===== config.mk =====
export PLATFORM = sky130hd
export DESIGN_NAME = spcp_loader
export DESIGN_NICKNAME = d
export VERILOG_FILES = /design/src/spcp_pkg.sv /design/src/spcp_loader.sv
export SDC_FILE = /design/constraint.sdc
export NUM_CORES = 1
export LEC_CHECK = 0
export CAP_MARGIN = 20
export CORE_AREA = 4 4 148 150
export CTS_CLUSTER_SIZE = 8
export DETAILED_ROUTE_END_ITERATION = 10
export DIE_AREA = 0 0 152 154
export DONT_BUFFER_PORTS = 1
export HOLD_SLACK_MARGIN = 0.15
export PLACE_DENSITY = 0.67
export RECOVER_POWER = 25
export SLEW_MARGIN = 20
export SYNTH_ARGS = -nofsm -noshare
export SYNTH_HDL_FRONTEND = slang
export SYNTH_SLANG_ARGS = --single-unit

===== constraint.sdc =====
create_clock -name aclk -period 2.8 [get_ports aclk]
set_input_delay 0.42 -clock aclk [delete_from_list [all_inputs] [get_ports aclk]]
set_output_delay 0.42 -clock aclk [all_outputs]
set_load 0.01 [all_outputs]

===== src/spcp_pkg.sv =====
package spcp_pkg;

    // ****************************************
    // serial memory word addresses
    // ****************************************
    localparam logic [7:0] EE_SLOT_BASE = 8'h60;  // slot word, port 0; +2 per port
    localparam logic [7:0] EE_PWR_BASE  = 8'h70;  // power budget word, port 0
    localparam logic [7:0] EE_PMC_BASE  = 8'h80;  // power-management control word, port 0
    localparam logic [3:0] LAST_STEP    = 4'hB;   // three word kinds times four ports

    // ****************************************
    // configuration offsets inside one port page
    // ****************************************
    localparam logic [9:0] OFF_DSI   = 10'h040;
    localparam logic [9:0] OFF_VGA   = 10'h070;
    localparam logic [9:0] OFF_PMC   = 10'h074;
    localparam logic [9:0] OFF_PHY   = 10'h088;
    localparam logic [9:0] OFF_SLOT  = 10'h0C0;
    localparam logic [9:0] OFF_PNUM  = 10'h0CC;
    localparam logic [9:0] OFF_CLK   = 10'h0D0;
    localparam logic [9:0] OFF_LPVC  = 10'h144;
    localparam logic [9:0] OFF_TCMAP = 10'h154;
    localparam logic [9:0] OFF_PWR   = 10'h214;
    localparam logic [9:0] OFF_SYSA  = 10'h218;

    // loader page: control and status
    localparam logic [2:0] PAGE_LDR      = 3'h4;
    localparam logic [9:0] OFF_LDR_CTRL  = 10'h000;
    localparam logic [9:0] OFF_LDR_STAT  = 10'h004;

    // ****************************************
    // field positions: source word (S_) and register (B_)
    // ****************************************
    localparam int S_SLOT = 0,  B_SLOT  = 24;
    localparam int S_CLK  = 1,  B_CLK   = 28;
    localparam int S_DSI  = 2,  B_DSI   = 21;
    localparam int S_LPVC = 3,  B_LPVC  = 4;
    localparam int S_PNUM = 4,  B_PNUM  = 24;
    localparam int S_TCM  = 9,  B_TCM   = 1;
    localparam int S_BASE = 0,  B_BASE  = 0;
    localparam int S_SCL  = 8,  B_SCL   = 8;
    localparam int S_PMS  = 10, B_PMS   = 13;
    localparam int S_SYSA = 15, B_SYSA  = 0;
    localparam int S_PMC  = 0,  B_PMC   = 8;
    localparam int S_RXP  = 6,  B_RXP   = 14;
    localparam int S_VGA  = 7,  B_VGA   = 31;
    localparam int S_PHY  = 8,  B_PHY   = 24;

    // ****************************************
    // responses, states, carriers
    // ****************************************
    localparam logic [1:0] RESP_OKAY   = 2'h0;
    localparam logic [1:0] RESP_DECERR = 2'h3;

    typedef enum logic [0:0] {ST_LOAD = 1'b0, ST_DONE = 1'b1} spcp_state_e;

    typedef struct packed {
        logic       slot_impl;
        logic       ref_clk;
        logic       dsi_req;
        logic       lpvc_vc1;
        logic [2:0] port_num;
        logic [6:0] tc_map;
        logic [7:0] base_power;
        logic [1:0] data_scale;
        logic [1:0] pm_state;
        logic       sys_alloc;
        logic [5:0] pm_ctl;
        logic       rx_pol_dis;
        logic       vga_en;
        logic [7:0] phy_vendor_control_5;
    } spcp_port_s;

endpackage


===== src/spcp_loader.sv =====
`timescale 1ns/1ps
module spcp_loader #(
    parameter int NUM_PORTS = 4
) (
    input  wire logic                                aclk,
    input  wire logic                                aresetn,
    input  wire logic [12:0]                         s_axi_awaddr,
    input  wire logic                                s_axi_awvalid,
    output logic                                     s_axi_awready,
    input  wire logic [31:0]                         s_axi_wdata,
    input  wire logic [3:0]                          s_axi_wstrb,
    input  wire logic                                s_axi_wvalid,
    output logic                                     s_axi_wready,
    output logic [1:0]                               s_axi_bresp,
    output logic                                     s_axi_bvalid,
    input  wire logic                                s_axi_bready,
    input  wire logic [12:0]                         s_axi_araddr,
    input  wire logic                                s_axi_arvalid,
    output logic                                     s_axi_arready,
    output logic [31:0]                              s_axi_rdata,
    output logic [1:0]                               s_axi_rresp,
    output logic                                     s_axi_rvalid,
    input  wire logic                                s_axi_rready,
    output logic                                     ee_req,
    output logic [7:0]                               ee_addr,
    input  wire logic                                ee_ack,
    input  wire logic [15:0]                         ee_data,
    output spcp_pkg::spcp_port_s [NUM_PORTS-1:0]     cfg_port,
    output logic                                     load_done
);

    // the word map is fixed to four ports
    if (NUM_PORTS != 4) begin : g_bad_ports
        $error("spcp_loader serves exactly four ports");
    end

    // ****************************************
    // loader sequencer
    // ****************************************
    spcp_pkg::spcp_state_e                  st_reg, st_next;
    logic [3:0]                             step_reg, step_next;
    logic                                   ee_req_next;
    logic [7:0]                             ee_addr_next;
    logic                                   done_next;
    spcp_pkg::spcp_port_s [NUM_PORTS-1:0]   port_next;
    logic                                   reload;
    logic [1:0]                             cur_port;
    logic [7:0]                             kind_base;

    assign cur_port = step_reg[1:0];

    // word kind base address: slot, power budget, PM control
    always_comb begin
        unique case (step_reg[3:2])
            2'h0:    kind_base = spcp_pkg::EE_SLOT_BASE;
            2'h1:    kind_base = spcp_pkg::EE_PWR_BASE;
            default: kind_base = spcp_pkg::EE_PMC_BASE;
        endcase
    end

    // fetch one word per step, split it into the port's fields
    always_comb begin
        st_next      = st_reg;
        step_next    = step_reg;
        ee_req_next  = ee_req;
        ee_addr_next = ee_addr;
        port_next    = cfg_port;
        unique case (st_reg)
            spcp_pkg::ST_LOAD: begin
                if (!ee_req) begin
                    ee_req_next  = 1'b1;
                    ee_addr_next = kind_base + {5'h00, cur_port, 1'b0};
                end else if (ee_ack) begin
                    ee_req_next = 1'b0;
                    unique case (step_reg[3:2])
                        2'h0: begin
                            port_next[cur_port].slot_impl = ee_data[spcp_pkg::S_SLOT];
                            port_next[cur_port].ref_clk   = ee_data[spcp_pkg::S_CLK];
                            port_next[cur_port].dsi_req   = ee_data[spcp_pkg::S_DSI];
                            port_next[cur_port].lpvc_vc1  = ee_data[spcp_pkg::S_LPVC];
                            port_next[cur_port].port_num  = ee_data[spcp_pkg::S_PNUM +: 3];
                            port_next[cur_port].tc_map    = ee_data[spcp_pkg::S_TCM +: 7];
                        end
                        2'h1: begin
                            port_next[cur_port].base_power = ee_data[spcp_pkg::S_BASE +: 8];
                            port_next[cur_port].data_scale = ee_data[spcp_pkg::S_SCL +: 2];
                            port_next[cur_port].pm_state   = ee_data[spcp_pkg::S_PMS +: 2];
                            port_next[cur_port].sys_alloc  = ee_data[spcp_pkg::S_SYSA];
                        end
                        default: begin
                            port_next[cur_port].pm_ctl     = ee_data[spcp_pkg::S_PMC +: 6];
                            port_next[cur_port].rx_pol_dis = ee_data[spcp_pkg::S_RXP];
                            port_next[cur_port].vga_en     = ee_data[spcp_pkg::S_VGA];
                            port_next[cur_port].phy_vendor_control_5 =
                                ee_data[spcp_pkg::S_PHY +: 8];
                        end
                    endcase
                    if (step_reg == spcp_pkg::LAST_STEP) begin
                        st_next = spcp_pkg::ST_DONE;
                    end else begin
                        step_next = step_reg + 4'h1;
                    end
                end
            end
            spcp_pkg::ST_DONE: begin
                if (reload) begin
                    st_next   = spcp_pkg::ST_LOAD;
                    step_next = 4'h0;
                end
            end
        endcase
        done_next = (st_next == spcp_pkg::ST_DONE);
    end

    // sequencer registers; fields reset to their hardware defaults (zero)
    always_ff @(posedge aclk) begin
        if (!aresetn) begin
            st_reg    <= spcp_pkg::ST_LOAD;
            step_reg  <= 4'h0;
            ee_req    <= 1'b0;
            ee_addr   <= 8'h00;
            cfg_port  <= '0;
            load_done <= 1'b0;
        end else begin
            st_reg    <= st_next;
            step_reg  <= step_next;
            ee_req    <= ee_req_next;
            ee_addr   <= ee_addr_next;
            cfg_port  <= port_next;
            load_done <= done_next;
        end
    end

    // ****************************************
    // AXI4-Lite slave
    // ****************************************
    logic        aw_full_reg, aw_full_next;
    logic        w_full_reg, w_full_next;
    logic [12:0] awaddr_reg, awaddr_next;
    logic [31:0] wdata_reg, wdata_next;
    logic        wbit0_ok;
    logic        awready_next, wready_next, bvalid_next, arready_next, rvalid_next;
    logic [1:0]  bresp_next, rresp_next;
    logic [31:0] rdata_next;

    assign wbit0_ok = s_axi_wstrb[0];

    // true when the offset holds loaded fields
    function automatic logic off_mapped(input logic [9:0] off);
        unique case (off)
            spcp_pkg::OFF_DSI, spcp_pkg::OFF_VGA, spcp_pkg::OFF_PMC, spcp_pkg::OFF_PHY,
            spcp_pkg::OFF_SLOT, spcp_pkg::OFF_PNUM, spcp_pkg::OFF_CLK, spcp_pkg::OFF_LPVC,
            spcp_pkg::OFF_TCMAP, spcp_pkg::OFF_PWR, spcp_pkg::OFF_SYSA: off_mapped = 1'b1;
            default: off_mapped = 1'b0;
        endcase
    endfunction

    // write path: address and data taken in either order, answered together
    always_comb begin
        aw_full_next = aw_full_reg;
        w_full_next  = w_full_reg;
        awaddr_next  = awaddr_reg;
        wdata_next   = wdata_reg;
        bvalid_next  = s_axi_bvalid;
        bresp_next   = s_axi_bresp;
        reload       = 1'b0;
        if (s_axi_awvalid && s_axi_awready) begin
            aw_full_next = 1'b1;
            awaddr_next  = s_axi_awaddr;
        end
        if (s_axi_wvalid && s_axi_wready) begin
            w_full_next = 1'b1;
            wdata_next  = {s_axi_wdata[31:1], s_axi_wdata[0] & wbit0_ok};
        end
        if (s_axi_bvalid && s_axi_bready) begin
            bvalid_next = 1'b0;
        end
        if (aw_full_reg && w_full_reg && !s_axi_bvalid) begin
            aw_full_next = 1'b0;
            w_full_next  = 1'b0;
            bvalid_next  = 1'b1;
            bresp_next   = spcp_pkg::RESP_DECERR;
            if (awaddr_reg[12:10] == spcp_pkg::PAGE_LDR) begin
                if (awaddr_reg[9:0] == spcp_pkg::OFF_LDR_CTRL) begin
                    bresp_next = spcp_pkg::RESP_OKAY;
                    reload     = wdata_reg[0];
                end else if (awaddr_reg[9:0] == spcp_pkg::OFF_LDR_STAT) begin
                    bresp_next = spcp_pkg::RESP_OKAY;
                end
            end else if (!awaddr_reg[12] && off_mapped(awaddr_reg[9:0])) begin
                bresp_next = spcp_pkg::RESP_OKAY;  // loaded fields are read-only
            end
        end
        // no access is taken until every field is loaded
        awready_next = !aw_full_next && !bvalid_next && done_next;
        wready_next  = !w_full_next && !bvalid_next && done_next;
    end

    // read path: one read at a time, answered the cycle after it is taken
    always_comb begin
        spcp_pkg::spcp_port_s p;
        logic [9:0]           off;
        p           = cfg_port[s_axi_araddr[11:10]];
        off         = s_axi_araddr[9:0];
        rvalid_next = s_axi_rvalid;
        rdata_next  = s_axi_rdata;
        rresp_next  = s_axi_rresp;
        if (s_axi_rvalid && s_axi_rready) begin
            rvalid_next = 1'b0;
        end
        if (s_axi_arvalid && s_axi_arready) begin
            rvalid_next = 1'b1;
            rdata_next  = 32'h0000_0000;
            rresp_next  = spcp_pkg::RESP_OKAY;
            if (!s_axi_araddr[12]) begin
                unique case (off)
                    spcp_pkg::OFF_SLOT:  rdata_next[spcp_pkg::B_SLOT] = p.slot_impl;
                    spcp_pkg::OFF_CLK:   rdata_next[spcp_pkg::B_CLK]  = p.ref_clk;
                    spcp_pkg::OFF_DSI:   rdata_next[spcp_pkg::B_DSI]  = p.dsi_req;
                    spcp_pkg::OFF_LPVC:  rdata_next[spcp_pkg::B_LPVC] = p.lpvc_vc1;
                    spcp_pkg::OFF_PNUM:  rdata_next[spcp_pkg::B_PNUM +: 3] = p.port_num;
                    spcp_pkg::OFF_TCMAP: rdata_next[spcp_pkg::B_TCM +: 7]  = p.tc_map;
                    spcp_pkg::OFF_PWR: begin
                        rdata_next[spcp_pkg::B_BASE +: 8] = p.base_power;
                        rdata_next[spcp_pkg::B_SCL +: 2]  = p.data_scale;
                        rdata_next[spcp_pkg::B_PMS +: 2]  = p.pm_state;
                    end
                    spcp_pkg::OFF_SYSA:  rdata_next[spcp_pkg::B_SYSA] = p.sys_alloc;
                    spcp_pkg::OFF_PMC: begin
                        rdata_next[spcp_pkg::B_PMC +: 6] = p.pm_ctl;
                        rdata_next[spcp_pkg::B_RXP]      = p.rx_pol_dis;
                    end
                    spcp_pkg::OFF_VGA:   rdata_next[spcp_pkg::B_VGA] = p.vga_en;
                    spcp_pkg::OFF_PHY:   rdata_next[spcp_pkg::B_PHY +: 8] = p.phy_vendor_control_5;
                    default:             rresp_next = spcp_pkg::RESP_DECERR;
                endcase
            end else if (s_axi_araddr[12:10] == spcp_pkg::PAGE_LDR &&
                         off == spcp_pkg::OFF_LDR_STAT) begin
                rdata_next[7:0] = {step_reg, 2'h0, !load_done, load_done};
            end else if (!(s_axi_araddr[12:10] == spcp_pkg::PAGE_LDR &&
                           off == spcp_pkg::OFF_LDR_CTRL)) begin
                rresp_next = spcp_pkg::RESP_DECERR;
            end
        end
        arready_next = !rvalid_next && done_next;
    end

    // bus registers
    always_ff @(posedge aclk) begin
        if (!aresetn) begin
            aw_full_reg   <= 1'b0;
            w_full_reg    <= 1'b0;
            awaddr_reg    <= 13'h0000;
            wdata_reg     <= 32'h0000_0000;
            s_axi_awready <= 1'b0;
            s_axi_wready  <= 1'b0;
            s_axi_bvalid  <= 1'b0;
            s_axi_bresp   <= 2'h0;
            s_axi_arready <= 1'b0;
            s_axi_rvalid  <= 1'b0;
            s_axi_rdata   <= 32'h0000_0000;
            s_axi_rresp   <= 2'h0;
        end else begin
            aw_full_reg   <= aw_full_next;
            w_full_reg    <= w_full_next;
            awaddr_reg    <= awaddr_next;
            wdata_reg     <= wdata_next;
            s_axi_awready <= awready_next;
            s_axi_wready  <= wready_next;
            s_axi_bvalid  <= bvalid_next;
            s_axi_bresp   <= bresp_next;
            s_axi_arready <= arready_next;
            s_axi_rvalid  <= rvalid_next;
            s_axi_rdata   <= rdata_next;
            s_axi_rresp   <= rresp_next;
        end
    end
endmodule // spcp_loader


# ---- Yosys cells after proc, flatten, opt, wreduce, memory -nomap -nowiden
# Cells that the tools add are included.
dict set report op_classes {
  muxes 99
  n_lt_le_gt_ge 3
  bitwise_logic 3
  n_addsub 2
  n_eq_ne 32
  reduce_logical 31
}
# operator n
set ops {}
lappend ops {{$bwmux W172} 14}
lappend ops {{$demux W43 S2} 14}
lappend ops {{$pmux W172 S2} 1}
lappend ops {{$bmux W43 S2} 1}
lappend ops {{$mux W43} 2}
lappend ops {{$eq A10 B8 Y1 const B} 8}
lappend ops {{$eq A10 B7 Y1 const B} 6}
lappend ops {{$mux W42} 1}
lappend ops {{$mux W41} 1}
lappend ops {{$eq A10 B10 Y1 const B} 4}
lappend ops {{$eq A10 B9 Y1 const B} 4}
lappend ops {{$mux W40} 1}
lappend ops {{$mux W39} 1}
lappend ops {{$mux W36} 1}
lappend ops {{$mux W8} 4}
lappend ops {{$mux W29} 1}
lappend ops {{$mux W1} 23}
lappend ops {{$reduce_or A11 Y1} 2}
lappend ops {{$mux W21} 1}
lappend ops {{$eq A10 B3 Y1 const B} 2}
lappend ops {{$logic_not A10 Y1} 2}
lappend ops {{$mux W19} 1}
lappend ops {{$mux W2} 9}
lappend ops {{$mux W17} 1}
lappend ops {{29 further kinds} 65}
dict set report word_totals {
  ff_bits 235
  wordCells 242
  in_bits 86
  output_inout_bits 223
}

# ---- Depth between registers and ports, before layout
# Gate-level depths: netlist (run 1).
dict set report logic_depth {
  depth_word 11
  mapped_depth 8
  mapped_depth_nobuf 6
}

# ---- Least setup slack after synthesis (run 1)
# OpenSTA, ideal clock, no wires.
dict set report synth_timing {
  path_type {input to register}
  from {in s_axi_araddr[10]}
  to {reg s_axi_rdata[2]}
  path_buffers 3
  t_arrival_ps 1658
  cell_stages 7
  required_time_ps 2685
  slack_ps 1027
  path_cell_list {buf_4 > buf_4 > buf_4 > mux4_2 > a22oi_1 > o21ai_0 > and2_1}
}
dict set report synth_between {
  elab_chain_len 4
}
# item line
set synth_rtl {}
lappend synth_rtl {{start: declaration} spcp_loader.sv:17} ;# input wire logic [12:0] s_axi_araddr,
lappend synth_rtl {{$bmux W43 S2} spcp_loader.sv:203} ;# p = cfg_port[s_axi_araddr[11:10]];
lappend synth_rtl {{$mux W43 (implied by the code)} spcp_loader.sv:203}
lappend synth_rtl {{$pmux W3 S2} spcp_loader.sv:216} ;# unique case (off)
lappend synth_rtl {{$mux W8} spcp_loader.sv:215} ;# if (!s_axi_araddr[12]) begin
lappend synth_rtl {{end signal: assignment} spcp_loader.sv:274} ;# s_axi_rdata <= rdata_next;
lappend synth_rtl {{end: declaration} spcp_loader.sv:20} ;# output logic [31:0] s_axi_rdata,
# No other way between the ends. The select of a mux whose other input is x is not followed.
# A chain may end at the register's enable or synchronous reset.

==> impl_metrics.py, run 1 <==
metrics = {
    "sta": {
        "period_needed_ps": 2250,
        "rsz0062_at_grt": "no",
        "worst_pin_slew_ps": 1280,
        "hold_viol_final": 0,
        "finClkSkew_ps": 11.9,
        "fmax_mhz": 445,
        "fin_crit_sh": 0.803,
        "setup_violations": 0,
        "finalMaxSlewViolations": 0,
        "slew_headroom": 0.145,
        "fin_tns_setup_ps": 0,
    },
    "yosys": {
        "synth_top_area_share": 0.454,
        "synth_edf_count": 0,
        "synth_area_leaders": "dfxtp_1 (45%), nand2_1 (12%), a21oi_1 (10%)",
        "ys_seq_area_frac": 0.454,
        "synth_cell_types": 63,
        "synthArstFlopShare": 0,
        "ys_ff_latch": 230,
        "syn_inst": 1201,
        "synth_ff_type": "dfxtp_1",
        "synth_top_area_cell": "dfxtp_1",
        "synth_most_common_cell": "nand2_1",
        "synth_common_cells": "nand2_1 (325), dfxtp_1 (230), a21oi_1 (207)",
        "synth_area_sq_mm": 0.0101,
        "syn_area_per_cell_sq_um": 8.45,
        "yosys_warnings": 0,
    },
    "global_routing": {
        "gr-total-overflow": 0,
        "grt_pass1_wl_microns": 53500,
        "grt_usage": 0.292,
        "first_global_vias": 8537,
        "grt_max_degree": 78,
        "antenna_found_initial": 2,
    },
    "pwr": {
        "leakagePower_nw": 3.70,
        "p_int_mw": 5.59,
        "power_density_mw_per_mm2": 634,
        "netSwitchingPower_mw": 1.65,
        "sw_frac_of_total": 0.228,
        "combPwrFrac": 0.045,
        "ir_drop_v": 0.000476,
        "pwr-share-clk": 0.494,
        "p_seq_frac": 0.460,
    },
    "detailed_routing": {
        "wl_per_cell_microns": 24.1,
        "via_per_inst": 6.11,
        "routed_wl_microns": 35400,
        "ant_nets": 0,
        "drc": 0,
        "drt_iter0_markers": 811,
        "via_count": 8963,
        "drt-pass1-iter-count": 5,
    },
    "floorplan": {
        "initial_utilization": 0.490,
        "core_sq_mm": 0.0207,
        "rows": 53,
        "die_y_microns": 154,
        "ios": 309,
        "die_w_microns": 152,
        "die-area_sq_mm": 0.0234,
    },
    "place": {
        "port_buffers": 0,
        "hpwl_microns": 24300,
        "place_inst": 1392,
        "place.gp.congestion": 0.875,
    },
    "run": {
        "max-cap-violations": 0,
    },
    "worst_setup_path": {
        "required_ps": 3170,
        "crit_type": "register to register",
        "critPathMaxFanout": 14,
        "r2r_setup_slack_ps": 550,
        "cp-end-kind": "register",
        "worstPathArrival_ps": 2620,
        "startpoint_type": "register",
    },
    "layout": {
        "regArea_sq_mm": 0.00460,
        "final_util": 0.552,
        "area_delta_synth_final_pct": 12.5,
        "multiInputGateArea_sq_mm": 0.00495,
        "drive_above_1_share": 0.106,
        "nets": 1278,
        "num-fill-cells": 1892,
        "stdcell_count": 1467,
    },
    "clock_tree": {
        "clock_path_buffers": 3,
        "cts.sinks": 230,
        "numCtsBuffers": 34,
        "tritoncts": "yes",
        "path_clk_slew_ps": 50,
        "clockRootBuffer": "clkbuf_16",
        "insertion_delay_ps": 510,
        "htreeDepth": 2,
    },
    "hold_path": {
        "hold_class": "input port to register",
    },
    "status": {
        "run_status": "finished clean",
    },
}
[cells in the final DEF (no fill, tap or decap), types with 6 or more instances in the layout]
cell type      instances
a22oi_1                9
a31oi_1                7
and2_1                 9
mux4_2                43
conb_1                10
nand4_1               19
dlygate4sd3_1         35
and3_1                 6
dfxtp_1              230
nand2_1              325
o21ai_0               11
nand3_1               96
a21oi_1              207
inv_1                  7
clkbuf_16             34
buf_4                 27
nor2_1                26
a32oi_1                6
[cell families after synthesis]
family,count (synthesis),synth area share
AND/OR/NAND/NOR,524,0.235
AO/OA/AOI/OAI,265,0.145
flip-flops,230,0.454
buffers and inverters,131,0.0629
multiplexers,43,0.0954
adder cells (fa/ha/maj),4,0.00493
XOR/XNOR,3,0.00259
other,1,0.000370
[worst paths after layout]
path                   startpoint  depth (start not counted)              end
setup / recovery      step_reg[0]                          5         register
hold reg to reg    awaddr_reg[11]                          2   awaddr_reg[11]
hold / removal    s_axi_araddr[2]                          3  s_axi_rdata[25]
setup reg to reg      step_reg[0]                          5         register
[critical path, stage by stage (launching register included)]
cell	delay (ps)
dfxtp_1	390
inv_1	150
ha_1	630
nand2_1	640
nand2_1	220
a21oi_1	80
[per-stage QoR]
| stage | hold WS (ps) | total power, mW | setup slack, ps | area [sq um] |
|---|---|---|---|---|
| after detailed placement | 448 | 3.63 | 609 | 10200 |
| final | 161 | 7.24 | 551 | 11400 |
| after CTS | 156 | 7.28 | 583 | 11400 |
| after global routing | 171 | 7.43 | 434 | 11400 |
| after global placement | 451 | 3.63 | 616 | 10200 |
| after floorplan | 428 | 3.64 | 1030 | 10200 |
[power by group through the flow]
stage	sequential [mW]	combinational [mW]	clock, mW
2_1_floorplan	3.38	0.258	0
6_report	3.33	0.327	3.58
4_1_cts	3.33	0.323	3.62
3_3_place_gp	3.40	0.232	0
5_1_grt	3.33	0.349	3.74
3_5_place_dp	3.40	0.234	0
[per-layer routing]
metal	share of wire	GRT usage
met5	0	0
met1	0.39	0.374
met3	0.12	0.108
met4	0.029	0.102
met2	0.47	0.457
[area by class of cell]
cell class	instances	area share
Clock buffer	35	0.0757
Tap cell	275	0.0301
Clock inverter	3	0.00296
Inverter	8	0.00296
Antenna cell	2	0.000438
Multi-Input combinational cell	849	0.433
Timing Repair Buffer	65	0.0510
Sequential cell	230	0.403
[repair_timing]
item / in CTS / in global routing
hold buffers: 35 / 0
gates resized for setup: 0 / 0
hold endpoints to repair: 201 / 0
buffers inserted: 0 / 0
(Power assumes the default switching activity.)
==> run 2, diff against run 1 <==
- PLACE_DENSITY: 0.67 -> 0.7
- clock period: 2.8 -> 2 ns (I/O delays scaled with it)
==> run 2 against run 1 <==
  * Core utilization increased by 1.3 points
  * Clock skew fell by 2.0 ps
  * Design area grew 2.4%
  * Critical path type unchanged
  * Highest routed layer is now met5
  * Critical path depth stayed put
==> impl_metrics.py, run 2 (same netlist as run 1, synthesis figures left out) <==
metrics = {
    "place": {
        "place_inst": 1406,
        "port_buffers": 0,
        "place.gp.congestion": 0.910,
        "hpwl_microns": 24300,
        "place_area_sq_mm": 0.0103,
        "dp_slack_ps": 95.4,
    },
    "sta": {
        "fin_tns_setup_ps": 0,
        "fmax_mhz": 533,
        "holdWs_ps": 164,
        "fin_crit_sh": 0.938,
        "worst_slack_ps": 123,
        "worst_pin_slew_ps": 722,
        "hold_viol_final": 0,
        "slew_headroom": 0.517,
        "rsz0062_at_grt": "no",
        "period_needed_ps": 1880,
        "setup_violations": 0,
        "finalMaxSlewViolations": 0,
        "finClkSkew_ps": 9.92,
    },
    "global_routing": {
        "grt_usage": 0.298,
        "grt_pass1_wl_microns": 55000,
        "grt_max_degree": 64,
        "antenna_found_initial": 6,
        "first_global_vias": 8857,
        "gr-total-overflow": 0,
    },
    "floorplan": {
        "die_y_microns": 154,
        "die-area_sq_mm": 0.0234,
        "initial_utilization": 0.490,
        "rows": 53,
        "die_w_microns": 152,
        "ios": 309,
        "core_sq_mm": 0.0207,
    },
    "detailed_routing": {
        "via_per_inst": 6.14,
        "ant_nets": 0,
        "wl_per_cell_microns": 24.1,
        "via_count": 9202,
        "drc": 0,
        "drt_iter0_markers": 824,
        "drt-pass1-iter-count": 6,
        "routed_wl_microns": 36100,
    },
    "layout": {
        "drive_above_1_share": 0.118,
        "layout_common_cells": "nand2_1 (325), dfxtp_1 (230), a21oi_1 (207)",
        "area_delta_synth_final_pct": 15.3,
        "fin_area_sq_mm": 0.0117,
        "final_util": 0.565,
        "num-fill-cells": 1876,
        "stdcell_count": 1498,
        "layout_commonest_cell": "nand2_1",
        "nets": 1304,
    },
    "clock_tree": {
        "cts.sinks": 230,
        "insertion_delay_ps": 500,
        "clockRootBuffer": "clkbuf_16",
        "clock_path_buffers": 3,
        "tritoncts": "yes",
        "path_clk_slew_ps": 50,
        "numCtsBuffers": 34,
        "post_cts_buffers": 0,
        "htreeDepth": 2,
    },
    "pwr": {
        "netSwitchingPower_mw": 2.34,
        "p_seq_frac": 0.459,
        "power_density_mw_per_mm2": 870,
        "ir_drop_v": 0.000729,
        "pwr-share-clk": 0.491,
        "p_int_mw": 7.83,
        "leakagePower_nw": 3.84,
        "sw_frac_of_total": 0.230,
        "power.total_mw": 10.2,
        "combPwrFrac": 0.050,
    },
    "worst_setup_path": {
        "required_ps": 2390,
        "cp-end-kind": "register",
        "crit_type": "register to register",
        "critPathMaxFanout": 7,
        "worstPathArrival_ps": 2270,
        "startpoint_type": "register",
    },
    "run": {
        "max-cap-violations": 0,
    },
    "hold_path": {
        "hold_class": "input port to register",
    },
    "status": {
        "run_status": "finished clean",
    },
}
[run 2: worst paths after layout]
path	from	to	slack (ps)	cells after the start
max	awaddr_reg[4]	s_axi_awready	120	5
min	s_axi_araddr[3]	s_axi_rdata[26]	160	4
max reg2reg	awaddr_reg[4]	s_axi_awready	120	5
min reg2reg	awaddr_reg[11]	awaddr_reg[11]	460	2
[run 2: metal layers]
layer  GRT usage  wire length [microns]  up-vias
li1            -                      -     4176
met1       0.368                  13500     4443
met2       0.470                  17000      505
met3       0.113                   4240       76
met4       0.120                   1270        2
met5      0.0290                     90        -
[run 2: power groups by stage]
| stage | clock, mW | combinational (mW) | sequential (mW) |
|---|---|---|---|
| 3_3_place_gp | 0 | 0.349 | 4.75 |
| 5_1_grt | 5.24 | 0.541 | 4.66 |
| 2_1_floorplan | 0 | 0.361 | 4.74 |
| 6_report | 5.00 | 0.510 | 4.66 |
| 4_1_cts | 5.04 | 0.499 | 4.66 |
| 3_5_place_dp | 0 | 0.352 | 4.75 |
[run 2: final cells by class]
cell class | count | area [sq um] | area share
Tap cell | 275 | 344 | 0.0294
Clock inverter | 3 | 33.8 | 0.00289
Timing Repair Buffer | 91 | 851 | 0.0728
Clock buffer | 36 | 858 | 0.0734
Multi-Input combinational cell | 849 | 4950 | 0.423
Antenna cell | 6 | 15.0 | 0.00128
Inverter | 8 | 35.0 | 0.00300
Sequential cell | 230 | 4600 | 0.394
[run 2: critical path, cell delays in order, from the launching register on]
cell     delay, ps
dfxtp_1        370
or4_4          510
nor4_4         350
a21oi_2        110
o21ai_2        220
and3b_1        200
[run 2: repair_timing]
action | 4_1_cts | 5_1_grt
hold buffers | 47 | 0
hold endpoints to repair | 221 | 0
setup endpoints to repair | 0 | 42
gates resized for setup | 0 | 3
==> run 3, diff against run 2 <==
- CTS_BUF_LIST: not set -> sky130_fd_sc_hd__clkbuf_16
==> run 3 against run 2 <==
  * Count of clock-buffer cells in the layout fell by 2
  * Sequential power barely moved
  * Sequential cell count did not move
  * Fmax barely moved
  * Total power fell by 0.13%
  * Via count barely moved
  * Highest routed layer unchanged
==> impl_metrics.py, run 3 (same netlist as run 1, synthesis figures left out) <==
metrics = {
    "status": {
        "run_status": "finished clean",
    },
    "pwr": {
        "ir_drop_v": 0.000729,
        "leakagePower_nw": 3.84,
        "power_density_mw_per_mm2": 869,
    },
    "clock_tree": {
        "tritoncts": "yes",
        "numCtsBuffers": 34,
        "htreeDepth": 2,
        "clockRootBuffer": "clkbuf_16",
        "post_cts_buffers": 0,
        "clock_path_buffers": 3,
        "insertion_delay_ps": 500,
        "cts.sinks": 230,
        "path_clk_slew_ps": 50,
    },
    "layout": {
        "layout_commonest_cell": "nand2_1",
        "final_util": 0.565,
        "num-fill-cells": 1876,
        "nets": 1304,
        "layout_common_cells": "nand2_1 (325), dfxtp_1 (230), a21oi_1 (207)",
        "fin_area_sq_mm": 0.0117,
        "drive_above_1_share": 0.118,
        "stdcell_count": 1498,
        "area_delta_synth_final_pct": 15.3,
    },
    "hold_path": {
        "min_to": "s_axi_rdata[26]",
        "worstHoldPathCells": 4,
        "min_from": "s_axi_araddr[3]",
        "hold_class": "input port to register",
    },
    "floorplan": {
        "initial_utilization": 0.490,
        "die_w_microns": 152,
        "rows": 53,
        "die_y_microns": 154,
        "ios": 309,
        "core_sq_mm": 0.0207,
        "die-area_sq_mm": 0.0234,
    },
    "worst_setup_path": {
        "cp-end-kind": "register",
        "worstPathArrival_ps": 2270,
        "crit_type": "register to register",
        "r2r_setup_slack_ps": 120,
        "timing.rr.end": "s_axi_awready",
        "r2r-start": "awaddr_reg[4]",
        "reg2reg_depth": 5,
        "required_ps": 2390,
        "startpoint_type": "register",
        "critPathMaxFanout": 7,
    },
    "sta": {
        "slew_headroom": 0.515,
        "finalMaxSlewViolations": 0,
        "worst_pin_slew_ps": 725,
        "fmax_mhz": 533,
        "finClkSkew_ps": 10.4,
        "fin_tns_setup_ps": 0,
        "period_needed_ps": 1880,
        "rsz0062_at_grt": "no",
        "fin_crit_sh": 0.939,
        "hold_viol_final": 0,
        "setup_violations": 0,
    },
    "global_routing": {
        "grt_max_degree": 64,
        "gr-total-overflow": 0,
        "grt_pass1_wl_microns": 55000,
        "grt_usage": 0.298,
        "first_global_vias": 8857,
        "antenna_found_initial": 6,
    },
    "detailed_routing": {
        "drt_iter0_markers": 813,
        "drc": 0,
        "drt-pass1-iter-count": 8,
        "routed_wl_microns": 36100,
        "wl_per_cell_microns": 24.1,
        "via_per_inst": 6.14,
        "via_count": 9200,
        "ant_nets": 0,
    },
    "run": {
        "max-cap-violations": 0,
    },
    "place": {
        "port_buffers": 0,
        "hpwl_microns": 24300,
        "place_inst": 1406,
        "place_area_sq_mm": 0.0103,
        "place.gp.congestion": 0.910,
    },
}
[run 3: cell count changes in the layout (fill, tap and decap cells not counted), sizes merged]
| cell | before | now |
|---|---|---|
| inv | 10 | 12 |
| clkbuf | 36 | 34 |
[run 3: cell type report]
type | count | area, sq um | share of cell area
antenna | 6 | 15.0 | 0.00128
inverter | 8 | 35.0 | 0.00300
timing repair buffer | 91 | 851 | 0.0728
clock buffer | 34 | 851 | 0.0728
clock inverter | 5 | 41.3 | 0.00353
multi-input combinational | 849 | 4950 | 0.423
tap | 275 | 344 | 0.0294
sequential | 230 | 4600 | 0.394
[run 3: through the flow]
step | total power, mW | hold slack, ps | worst slack (ps)
floorplan | 5.10 | 428 | 347
global placement | 5.10 | 425 | 147
detailed placement | 5.11 | 429 | 95.4
CTS | 10.2 | 157 | 61.5
global route | 10.4 | 181 | 41.3
finish | 10.2 | 165 | 123
[run 3: power by group]
group / switching (mW) / total [mW] / internal (mW) / leakage [nW]
Combinational: 0.321 / 0.510 / 0.189 / 1.54
Clock: 1.98 / 4.98 / 3.01 / 0.446
Sequential: 0.0446 / 4.66 / 4.62 / 1.85
[run 3: worst max-delay path: stages, from the launching register on]
cell     delay, ps
dfxtp_1        370
or4_4          510
nor4_4         350
a21oi_2        110
o21ai_2        220
and3b_1        200
[run 3: repair_timing]
| action | CTS | global route |
|---|---|---|
| endpoints found under the setup margin | 0 | 42 |
| hold buffers | 47 | 0 |
| gates resized for setup | 0 | 3 |
| hold endpoints to repair | 221 | 0 |
[run 3: how the worst max path moves through the flow]
stage                           from             end  slack [ps]  cells past startpoint
finish                 awaddr_reg[4]   s_axi_awready         120                      5
global route           awaddr_reg[4]   s_axi_awready          40                      5
CTS                           st_reg        register          60                      4
detailed placement            st_reg        register         100                      4
global placement              st_reg        register         150                      4
floorplan           s_axi_araddr[10]  s_axi_rdata[2]         350                      7
[run 3: metal layers]
| layer | track usage | routed length (microns) |
|---|---|---|
| met3 | 0.113 | 4240 |
| met2 | 0.470 | 17000 |
| met1 | 0.368 | 13600 |
| met5 | 0.0290 | 90 |
| met4 | 0.120 | 1260 |
